==> src/hdl/acs_pkg.sv <==
// Constants shared by the conversion sequencer and its helpers.
// Assumes a single 40 MHz system clock.
package acs_pkg;
    // ==========================================
    // Clock and timing
    localparam int unsigned CLK_MHZ = 40;
    localparam int unsigned SETTLE_NS = 10_000;
    localparam int unsigned CONV_NS = 10_000;
    // Least time rounds up, longest time rounds down
    localparam int unsigned SETTLE_CYC = (SETTLE_NS * CLK_MHZ + 999) / 1000;
    localparam int unsigned CONV_CYC = (CONV_NS * CLK_MHZ) / 1000;
    localparam int unsigned TMR_W = 9;
    localparam logic [TMR_W-1:0] SETTLE_LOAD = TMR_W'(SETTLE_CYC - 1);
    localparam logic [TMR_W-1:0] CONV_LOAD = TMR_W'(CONV_CYC - 1);
    // ==========================================
    // Register offsets
    localparam logic [3:0] OFS_SAMPLE_LO = 4'h0;
    localparam logic [3:0] OFS_SAMPLE_HI = 4'h1;
    localparam logic [3:0] OFS_CHAN_RANGE = 4'h2;
    localparam logic [3:0] OFS_CONV_STATUS = 4'h8;
    localparam logic [3:0] OFS_SETTLE_STATUS = 4'hA;
    localparam logic [3:0] OFS_SPAN_SELECT = 4'hB;
    // ==========================================
    // Field positions and reset values
    localparam int unsigned CHAN_LOW_LSB = 0;
    localparam int unsigned CHAN_HIGH_LSB = 4;
    localparam int unsigned BUSY_BIT = 7;
    localparam int unsigned ABORT_BIT = 6;
    localparam int unsigned SETTLE_BIT = 7;
    localparam int unsigned GAIN_LSB = 0;
    localparam int unsigned POLARITY_BIT = 2;
    localparam int unsigned FULL_SCALE_BIT = 3;
    localparam int unsigned SIGN_BIT = 15;
    localparam logic [3:0] SPAN_RESET = 4'h0;
    localparam logic [3:0] CHAN_RESET = 4'h0;
    localparam int unsigned BUF_DEPTH = 2;
    localparam int unsigned SAMPLE_W = 16;
endpackage

==> src/hdl/acs_settle_timer.sv <==
// Settling timer: restartable down-counter that flags the settle window.
// Assumes a synchronous, already released active-low reset.
`timescale 1ns/10ps
module acs_settle_timer (
    input wire logic clk_sys_in, // System clock
    input wire logic rst_n_in, // Synchronised reset
    input wire logic restart_in, // Channel or span write
    output logic settling_out // High while settling
);
    typedef struct packed {
        logic [acs_pkg::TMR_W-1:0] cnt;
        logic active;
    } acs_tmr_s;

    acs_tmr_s q, d;

    always_comb
    begin
        d = q;
        if (restart_in)
        begin
            // Re-arming keeps the flag up a full interval after the last write
            d.cnt = acs_pkg::SETTLE_LOAD;
            d.active = 1'b1;
        end
        else if (q.active)
        begin
            if (q.cnt == '0)
                d.active = 1'b0;
            else
                d.cnt = q.cnt - 1'b1;
        end
    end

    always_ff @(posedge clk_sys_in or negedge rst_n_in)
    begin
        if (!rst_n_in)
            q <= '0;
        else
            q <= d;
    end

    assign settling_out = q.active;
endmodule

==> src/hdl/acs_pair_buffer.sv <==
// Two-entry sample buffer between converter and result register.
// Assumes valid/ready handshakes on both sides, same clock.
`timescale 1ns/10ps
module acs_pair_buffer (
    input wire logic clk_sys_in, // System clock
    input wire logic rst_n_in, // Synchronised reset
    input wire logic in_valid_in, // Word offered
    output logic in_ready_out, // Space available
    input wire logic [acs_pkg::SAMPLE_W-1:0] in_data_in, // Word in
    output logic out_valid_out, // Word held
    input wire logic out_ready_in, // Drain accepts
    output logic [acs_pkg::SAMPLE_W-1:0] out_data_out // Oldest word
);
    typedef struct packed {
        logic [acs_pkg::BUF_DEPTH-1:0][acs_pkg::SAMPLE_W-1:0] mem;
        logic wr_ptr;
        logic rd_ptr;
        logic [1:0] count;
    } acs_buf_s;

    acs_buf_s q, d;
    logic push;
    logic pop;

    always_comb
    begin
        d = q;
        push = in_valid_in && (q.count != 2'h2);
        pop = out_ready_in && (q.count != 2'h0);
        if (push)
        begin
            d.mem[q.wr_ptr] = in_data_in;
            d.wr_ptr = ~q.wr_ptr;
        end
        if (pop)
            d.rd_ptr = ~q.rd_ptr;
        d.count = q.count + {1'b0, push} - {1'b0, pop};
    end

    always_ff @(posedge clk_sys_in or negedge rst_n_in)
    begin
        if (!rst_n_in)
            q <= '0;
        else
            q <= d;
    end

    assign in_ready_out = (q.count != 2'h2);
    assign out_valid_out = (q.count != 2'h0);
    assign out_data_out = q.mem[q.rd_ptr];
endmodule

==> src/hdl/acs_top.sv <==
// Conversion sequencer: channel range, span select, settle and busy flags,
// software or hardware start, signed result read as two bytes.
// Assumes 8-bit I/O strobes on clk_sys_in and an external converter core.
// Function
// - Channel byte: low nibble is low channel, high nibble high channel.
// - Any channel write loads current channel with the new low channel.
// - After each completion the current channel steps by one in range, except after a conversion during which the channel was written.
// - Completion on the high channel wraps back to the low channel.
// - Channel or span writes start a ten microsecond settle timer.
// - Settle flag reads at offset 10 bit 7; host waits on it.
// - Write to offset 0 starts conversion when hardware trigger disabled.
// - With hardware trigger enabled, software starts ignored; pin edge starts.
// - A conversion may take up to ten microseconds.
// - Busy flag at offset 8 bit 7; host polls until zero.
// - Result low byte at offset 0, high byte at offset 1.
// - Result is signed two's complement, -32768 to +32767.
// - Unipolar keeps signed coding; zero input gives most negative code.
// - Span register at offset 11 accepts 0x08 for bipolar ten volts.
// - Span bits 1..0 select gain 1, 2, 4 or 8.
// - Span bit 3 picks 5V/10V, bit 2 bipolar/unipolar; unipolar 5V invalid.
// - Span register clears to zero at reset.
`timescale 1ns/10ps
module acs_top (
    input wire logic clk_sys_in, // 40 MHz system clock
    input wire logic nrst_in, // Async reset, active low
    input wire logic [3:0] bus_addr_in, // I/O offset
    input wire logic [7:0] bus_wdata_in, // Write data
    input wire logic bus_wr_in, // Write strobe, one cycle
    input wire logic bus_rd_in, // Read strobe, one cycle
    output logic [7:0] bus_rdata_out, // Read data, one cycle late
    input wire logic hw_trigger_enable_in, // Hardware start enable
    input wire logic hw_trigger_in, // Trigger pin, falling edge
    output logic conv_start_out, // Start pulse to converter
    output logic [3:0] conv_chan_out, // Channel being converted
    input wire logic sample_valid_in, // Converter word valid
    output logic sample_ready_out, // Buffer has room
    input wire logic [15:0] sample_in, // Offset-binary word
    output logic gain_select_high_out, // Gain bit 1
    output logic gain_select_low_out, // Gain bit 0
    output logic polarity_select_out, // 1 = unipolar
    output logic full_scale_out, // 1 = ten volt scale
    output logic span_invalid_out // Unipolar five volt
);
    // ==========================================
    // Reset release
    logic [1:0] rst_sync_q;
    logic rst_n;

    always_ff @(posedge clk_sys_in or negedge nrst_in)
    begin
        if (!nrst_in)
            rst_sync_q <= 2'b00;
        else
            rst_sync_q <= {rst_sync_q[0], 1'b1};
    end

    assign rst_n = rst_sync_q[1];

    // ==========================================
    // State
    typedef struct packed {
        logic trg_s1;
        logic trg_s2;
        logic trg_s3;
        logic trg_lvl;
        logic [3:0] chan_low;
        logic [3:0] chan_high;
        logic [3:0] cur_chan;
        logic [3:0] conv_chan;
        logic [3:0] span;
        logic busy;
        logic conv_open;
        logic abort;
        logic chan_dirty;
        logic unread;
        logic start_pulse;
        logic [acs_pkg::TMR_W-1:0] conv_cnt;
        logic [15:0] result;
        logic [7:0] rdata;
    } acs_top_s;

    acs_top_s q, d;
    logic wr_start;
    logic wr_chan;
    logic wr_span;
    logic rd_hi;
    logic hw_edge;
    logic start;
    logic done;
    logic pop;
    logic buf_valid;
    logic buf_in_ready;
    logic [15:0] buf_data;
    logic settling;

    // ==========================================
    // Helpers
    acs_settle_timer u_settle (
        .clk_sys_in(clk_sys_in),
        .rst_n_in(rst_n),
        .restart_in(wr_chan || wr_span),
        .settling_out(settling)
    );

    // Holding two words lets a late high-byte read stall without loss
    acs_pair_buffer u_buf (
        .clk_sys_in(clk_sys_in),
        .rst_n_in(rst_n),
        .in_valid_in(sample_valid_in),
        .in_ready_out(buf_in_ready),
        .in_data_in(sample_in),
        .out_valid_out(buf_valid),
        .out_ready_in(~q.unread || rd_hi),
        .out_data_out(buf_data)
    );

    // ==========================================
    // Next state
    always_comb
    begin
        d = q;
        d.start_pulse = 1'b0;
        wr_start = bus_wr_in && (bus_addr_in == acs_pkg::OFS_SAMPLE_LO);
        wr_chan = bus_wr_in && (bus_addr_in == acs_pkg::OFS_CHAN_RANGE);
        wr_span = bus_wr_in && (bus_addr_in == acs_pkg::OFS_SPAN_SELECT);
        rd_hi = bus_rd_in && (bus_addr_in == acs_pkg::OFS_SAMPLE_HI);
        // Pin sampled by three stages; a level counts once the last two stages agree
        d.trg_s1 = hw_trigger_in;
        d.trg_s2 = q.trg_s1;
        d.trg_s3 = q.trg_s2;
        if (q.trg_s2 == q.trg_s3)
            d.trg_lvl = q.trg_s3;
        // Only falls count; the level resets low so release gives no false start
        hw_edge = q.trg_lvl && (q.trg_s2 == q.trg_s3) && !q.trg_s3;
        start = !q.busy && (hw_trigger_enable_in ? hw_edge : wr_start);
        done = sample_valid_in && buf_in_ready;
        pop = buf_valid && (~q.unread || rd_hi);

        // Channel stepping happens at completion, not at start
        if (done)
        begin
            if (q.chan_dirty)
                d.chan_dirty = 1'b0;
            else if (q.cur_chan == q.chan_high)
                d.cur_chan = q.chan_low;
            else
                d.cur_chan = q.cur_chan + 4'h1;
        end
        if (wr_chan)
        begin
            d.chan_low = bus_wdata_in[acs_pkg::CHAN_LOW_LSB +: 4];
            d.chan_high = bus_wdata_in[acs_pkg::CHAN_HIGH_LSB +: 4];
            d.cur_chan = bus_wdata_in[acs_pkg::CHAN_LOW_LSB +: 4];
            d.chan_dirty = q.busy && !done;
        end
        if (wr_span)
            d.span = bus_wdata_in[3:0];

        if (start)
        begin
            d.busy = 1'b1;
            d.conv_open = 1'b1;
            d.abort = 1'b0;
            d.start_pulse = 1'b1;
            d.conv_chan = q.cur_chan;
            d.conv_cnt = acs_pkg::CONV_LOAD;
        end
        else if (q.conv_open)
        begin
            // Converter gets its full window; silence beyond it is an abort
            if (done)
                d.conv_open = 1'b0;
            else if (q.conv_cnt == '0)
            begin
                d.conv_open = 1'b0;
                d.busy = 1'b0;
                d.abort = 1'b1;
            end
            else
                d.conv_cnt = q.conv_cnt - 1'b1;
        end

        if (pop)
        begin
            // Offset binary to two's complement: flip the top bit
            d.result = {~buf_data[acs_pkg::SIGN_BIT], buf_data[14:0]};
            d.unread = 1'b1;
            if (!start)
                d.busy = 1'b0;
        end
        else if (rd_hi)
            d.unread = 1'b0;

        case (bus_addr_in)
            acs_pkg::OFS_SAMPLE_LO: d.rdata = q.result[7:0];
            acs_pkg::OFS_SAMPLE_HI: d.rdata = q.result[15:8];
            acs_pkg::OFS_CONV_STATUS:
                d.rdata = {q.busy, q.abort, 2'b00, q.cur_chan};
            acs_pkg::OFS_SETTLE_STATUS: d.rdata = {settling, 7'h00};
            acs_pkg::OFS_SPAN_SELECT: d.rdata = {4'h0, q.span};
            default: d.rdata = 8'h00;
        endcase
    end

    always_ff @(posedge clk_sys_in or negedge rst_n)
    begin
        if (!rst_n)
        begin
            q <= '0;
            q.span <= acs_pkg::SPAN_RESET;
            q.cur_chan <= acs_pkg::CHAN_RESET;
        end
        else
            q <= d;
    end

    // ==========================================
    // Outputs
    assign bus_rdata_out = q.rdata;
    assign conv_start_out = q.start_pulse;
    assign conv_chan_out = q.conv_chan;
    assign sample_ready_out = buf_in_ready;
    assign gain_select_high_out = q.span[acs_pkg::GAIN_LSB + 1];
    assign gain_select_low_out = q.span[acs_pkg::GAIN_LSB];
    assign polarity_select_out = q.span[acs_pkg::POLARITY_BIT];
    assign full_scale_out = q.span[acs_pkg::FULL_SCALE_BIT];
    assign span_invalid_out = q.span[acs_pkg::POLARITY_BIT]
        && !q.span[acs_pkg::FULL_SCALE_BIT];

    // ==========================================
    // Checks
    localparam int CONV_BOUND = 401;
endmodule

==> config.mk <==
export PLATFORM = sky130hd
export DESIGN_NAME = acs_top
export DESIGN_NICKNAME = d
export VERILOG_FILES = /design/src/hdl/acs_pkg.sv /design/src/hdl/acs_settle_timer.sv /design/src/hdl/acs_pair_buffer.sv /design/src/hdl/acs_top.sv
export SDC_FILE = /design/constraint.sdc
export NUM_CORES = 1
export LEC_CHECK = 0
export BUFFER_PORTS_ARGS = -buffer_cell sky130_fd_sc_hd__buf_2
export CAP_MARGIN = 15
export CORE_MARGIN = 3
export CORE_UTILIZATION = 61
export CTS_BUF_LIST = sky130_fd_sc_hd__clkbuf_4
export DETAILED_ROUTE_END_ITERATION = 10
export GPL_ROUTABILITY_DRIVEN = 1
export GPL_TIMING_DRIVEN = 0
export PLACE_DENSITY_LB_ADDON = 0.08
export SLEW_MARGIN = 10
export SYNTH_ARGS = -nofsm -noshare
export SYNTH_HDL_FRONTEND = slang
export SYNTH_SLANG_ARGS = --single-unit
==> constraint.sdc <==
create_clock -name clk_sys_in -period 3.72 [get_ports clk_sys_in]
set_input_delay 0.372 -clock clk_sys_in [delete_from_list [all_inputs] [get_ports clk_sys_in]]
set_output_delay 0.372 -clock clk_sys_in [all_outputs]
set_load 0.05 [all_outputs]
## Word-level counts from Yosys, hierarchy flattened

Cells that the tools add are included.

| cells by class | value |
|---|---|
| bitwise gates (word level) | 4 |
| order comparisons | 3 |
| eq/ne operators | 12 |
| add/sub/neg operators | 5 |
| reductions and logical operators | 31 |
| muxes and demuxes | 32 |

Operators by type and width:

| kind | number |
|---|---|
| $mux W16 | 3 |
| $mux W9 | 5 |
| $pmux W8 S5 | 1 |
| $bwmux W32 | 1 |
| $mux W10 | 2 |
| $logic_not A9 Y1 | 2 |
| $sub A9 B1 Y9 const B | 2 |
| $demux W16 S1 | 1 |
| $mux W4 | 4 |
| $eq A4 B4 Y1 const B | 3 |
| $logic_and A1 B1 Y1 | 12 |
| $mux W1 | 12 |
| $reduce_bool A2 Y1 | 6 |
| $mux W3 | 3 |
| $ne A2 B2 Y1 const B | 3 |
| $reduce_and A3 Y1 | 2 |
| $add A4 B1 Y4 const B | 1 |
| $eq A4 B1 Y1 const B | 1 |
| $eq A4 B2 Y1 const B | 1 |
| $eq A4 B4 Y1 | 1 |
| $logic_not A1 Y1 | 4 |
| $logic_not A4 Y1 | 1 |
| $lt A1 B2 Y1 const B | 2 |
| $ne A2 B1 Y1 const B | 2 |
| other kinds (7) | 12 |

| storage, ports and cells | value |
|---|---|
| input bits | 35 |
| logic and storage cells | 113 |
| output and inout port bits | 19 |
| register bits after elaboration | 111 |

## Depth between registers and ports, before layout

| logic depth | value |
|---|---|
| depth after elaboration | 8 |
| depth in mapped cells | 11 |
| mapped depth without buffers | 9 |

## By module

From an unflattened synthesis, not the netlist that was laid out.

| second synthesis, totals | value |
|---|---|
| cell total of the unflattened synthesis | 423 |
| area, all modules | 5228.8 µm² |

By module, submodules not included:

| module | instances | area each (µm²) | cells an instance | seq. area each (µm²) |
|---|---|---|---|---|
| acs_top | 1 | 3015.4 | 270 | 1626.6 |
| acs_pair_buffer | 1 | 1702.9 | 103 | 900.9 |
| acs_settle_timer | 1 | 510.5 | 50 | 250.2 |

## Worst setup path before layout

No wires, ideal clock.

| timing | value |
|---|---|
| path kind | input-to-reg |
| from | in bus_addr_in[1] |
| to | reg u_buf.q[1] in the netlist's numbering |
| path slack | 1.677 ns |
| required time | 3.640 ns |
| path buffers | 1 |
| cell stages on the path | 10 |
| setup time | 0.080 ns |
| arrival | 1.963 ns |
| cell sequence | or3_4 -> o21ai_2 -> o21ai_2 -> buf_6 -> inv_1 -> ha_1 -> inv_1 -> ha_1 -> xnor2_1 -> xnor2_1 |

RTL lines:

| element | RTL line | text |
|---|---|---|
| start: declaration | acs_top.sv:26 | `input wire logic [3:0] bus_addr_in,` |
| end signal: assignment | acs_pair_buffer.sv:43 | `q <= '0;` |
| end signal: assignment | acs_pair_buffer.sv:45 | `q <= d;` |
| end: declaration | acs_pair_buffer.sv:21 | `acs_buf_s q, d;` |

==> impl_metrics.yaml <==
cts:
  clk_pin_slew_ns: 0.17
  htree_num_levels: 3
  cts_buffers: 9
  cts_sinks: 111
  clk_latency_ns: 0.46
  cts-root-buf: "clkbuf_4"
  cts_setup_buffers: 0
  cts_tree: "done"
  ctsHoldBuffers: 2
  cts_resized: 0
  clk_path_buf_depth: 2
placement:
  dp_cells: 573
  gp_congestion: 0.857
  port_buffers: 53
  dp_slack_ns: 1.31
  post_dp_cell_area_sq_um: 5560
  place_hpwl_microns: 6990
sta:
  setup_viol: 0
  fin_worst_skew_ns: 0.0198
  hold_ws_ns: 0.0922
  worst_pin_slew_ns: 0.847
  fin_crit_sh_pct: 56.7
  hold_viol: 0
  rsz0062_at_grt: "no"
  drv_slew: 0
  maxSlewHeadroom_pct: 43.6
  tns_ns: 0
  max_freq_mhz: 474
  finalCriticalPeriod_ns: 2.11
  setup_slack_ns: 1.61
worst_setup_path:
  critPathTopFamily: "compound AO/OA/AOI/OAI gates"
  critPathBufInv: 3
  crit_path_start_kind: "register"
  critPathKind: "register to register"
  crit_fanout: 10
  reg2reg_slack_ns: 1.61
  crit_slowest_cell: "o21ai_2"
  worst_r2r_path_depth: 8
  crit_required_ns: 4.11
  worstPathCellList: "o21ai_2, buf_6, inv_1, ha_1, inv_1, ha_1, xnor2_1, xnor2_1"
  timing.rr.end: "u_buf.q[1]"
  cp-end-kind: "register"
  timing.rr.start: "u_buf.q[0]"
  crit_path_max_incr_delay_ns: 0.49
  crit_arrival_ns: 2.50
layout:
  fillers: 587
  antennaDiodeCount: 0
  nets: 524
  drive_gt1_share_pct: 37.2
  syn2layout_area_growth_pct: 11.3
  fin_cells: 591
  fin_area_sq_um: 5710
  utilization_pct: 72.0
grt:
  grt_usage_pct: 21.1
  grt_overflow: 0
  grt_antenna_before_repair: 0
  first_global_vias: 3433
  grt_start_max_net_pins: 66
  grt_first_pass_wirelength_microns: 16400
synthesis:
  synth.distinct_cells: 63
  synthCells: 417
  async_reset_ff_share_pct: 100
  synthesis.nets: 457
  netlist.area_leader.share_pct: 54.1
  yosys.area.top_type: "dfrtp_1"
  syn_area_sq_um: 5130
  synth_edf_count: 0
  ys_seq_area_share_pct: 54.1
  ys.warnings.count: 0
  syn_area_per_cell_sq_um: 12.3
  ys_top_cells_by_area: "dfrtp_1 (54%), mux2_2 (14%), nand2_1 (2.8%), mux2i_1 (2.5%), buf_4 (2.2%)"
  ys.flop_type: "dfrtp_1"
  synth_seq_cells: 111
  synth_common_cells: "dfrtp_1 (111), mux2_2 (65), nand2_1 (38)"
  yosysMostFrequentCell: "dfrtp_1"
detailed_routing:
  post_drt_wl_per_cell_microns: 16.1
  first_iter_violations: 169
  ant_nets: 0
  top_layer: "met4"
  wl_met2_microns: 4530
  wl_met1_microns: 4400
  drt-total-wl_microns: 9500
  route.detailed.drc: 0
  drt_pass1_iterations: 4
  wl_met3_microns: 472
  avgViaCountPerCell: 5.69
  vias: 3361
power:
  p_per_area_nw_per_um2: 718
  peakVddDrop_mv: 0.433
  p_total_mw: 4.10
  leakagePower_nw: 2.69
floorplanning:
  io_pins: 54
  core_sq_um: 7930
  dieArea_sq_um: 9550
  die_x_microns: 97.7
  core.rowCount: 32
  start_util_pct: 64.7
  die_y_microns: 97.7
min_path:
  hp-class: "input pin to register"
  hold_path_end: "q[52]"
  min_from: "bus_wdata_in[5]"
  min_path_cells: 3
run:
  max_cap_violations: 0
outcome:
  status: "finished clean"
==> worst min-delay path: stages <==
cell and delay [ns]:
buf_2 0.08, nand2_1 0.04, nand2_1 0.04
==> sequential cells by signal (all words and copies together), names as in the netlist, 2 cells and up <==
register,count
rst_sync_q,2
d,2
bus_rdata_out,8
u_settle.q,9
conv_chan_out,4
q,44
u_buf.q,36
==> power by group <==
group | internal (mW) | total, mW | switching [mW]
clock | 0.155 | 0.573 | 0.419
sequential | 1.66 | 1.99 | 0.329
combinational | 0.791 | 1.53 | 0.743
==> how the worst max path moves through the flow <==
| stage | slack, ns | cells after the start | endpoint | startpoint |
|---|---|---|---|---|
| after floorplan | 0.40 | 0 | bus_rdata_out[0] | rst_sync_q[1] |
| after global placement | -0.73 | 0 | u_settle.q[6] | rst_sync_q[1] |
| after detailed placement | 1.31 | 11 | u_buf.q[1] | bus_addr_in[2] |
| after CTS | 1.58 | 8 | u_buf.q[1] | u_buf.q[0] |
| after global routing | 1.44 | 8 | u_buf.q[1] | u_buf.q[0] |
| final | 1.61 | 8 | u_buf.q[1] | u_buf.q[0] |
==> layer usage <==
| metal | vias up | GRT usage [%] |
|---|---|---|
| li1 | 1620 | - |
| met1 | 1653 | 29.5 |
| met2 | 79 | 33.4 |
| met3 | 9 | 5.74 |
| met4 | 0 | 5.11 |
| met5 | - | 0 |
==> cells in the final DEF (no fill, tap or decap), types with 2 or more instances in the layout <==
cell type | Yosys | routed
mux2_4 | 7 | 7
dfrtp_1 | 111 | 110
or2_2 | 2 | 2
a22oi_1 | 4 | 4
clkinv_2 | 0 | 2
mux2_2 | 65 | 65
a2111o_1 | 2 | 2
inv_1 | 17 | 17
buf_4 | 15 | 15
nand3_1 | 8 | 8
nand4b_1 | 2 | 2
nor2_1 | 9 | 9
nand2_1 | 38 | 38
o21ai_2 | 2 | 2
buf_2 | 4 | 57
or4_1 | 4 | 4
o21ai_1 | 2 | 2
nor3_1 | 5 | 5
nand4_1 | 2 | 2
clkbuf_4 | 0 | 9
nor2_2 | 2 | 2
or4b_1 | 2 | 2
o211ai_1 | 6 | 6
clkbuf_1 | 7 | 7
o21ai_0 | 9 | 9
o22ai_1 | 6 | 6
inv_2 | 2 | 2
or3_1 | 7 | 7
dlygate4sd3_1 | 0 | 2
ha_1 | 5 | 5
nand2b_1 | 2 | 2
xnor2_1 | 11 | 11
a21oi_1 | 9 | 9
inv_8 | 0 | 2
o31ai_1 | 4 | 4
mux2i_1 | 13 | 13
a211o_1 | 3 | 3
==> cells by family (layout without fill, tap and decap cells) <==
logic type / Yosys count / after routing / share of synthesized area, %
DFF: 111 / 111 / 54.1
and+or+nand+nor: 100 / 100 / 10.8
xor gates and xnor gates: 12 / 12 / 2.05
muxes: 85 / 85 / 18.8
other: 1 / 1 / 0.0731
adders and majority gates: 6 / 6 / 1.41
buffers and inverters: 46 / 118 / 4.71
AOI/OAI and AO/OA: 56 / 56 / 7.97
==> area by class of cell <==
class	instances	area, sq um	area share, %
sequential	111	2780	48.7
multi-input combinational	260	2110	37.0
timing repair buffer	56	313	5.48
buffer	27	170	2.98
tap	102	128	2.23
inverter	19	71.3	1.25
clock buffer	9	67.6	1.18
clock inverter	7	66.3	1.16
Power figures use the tool's default switching activity.
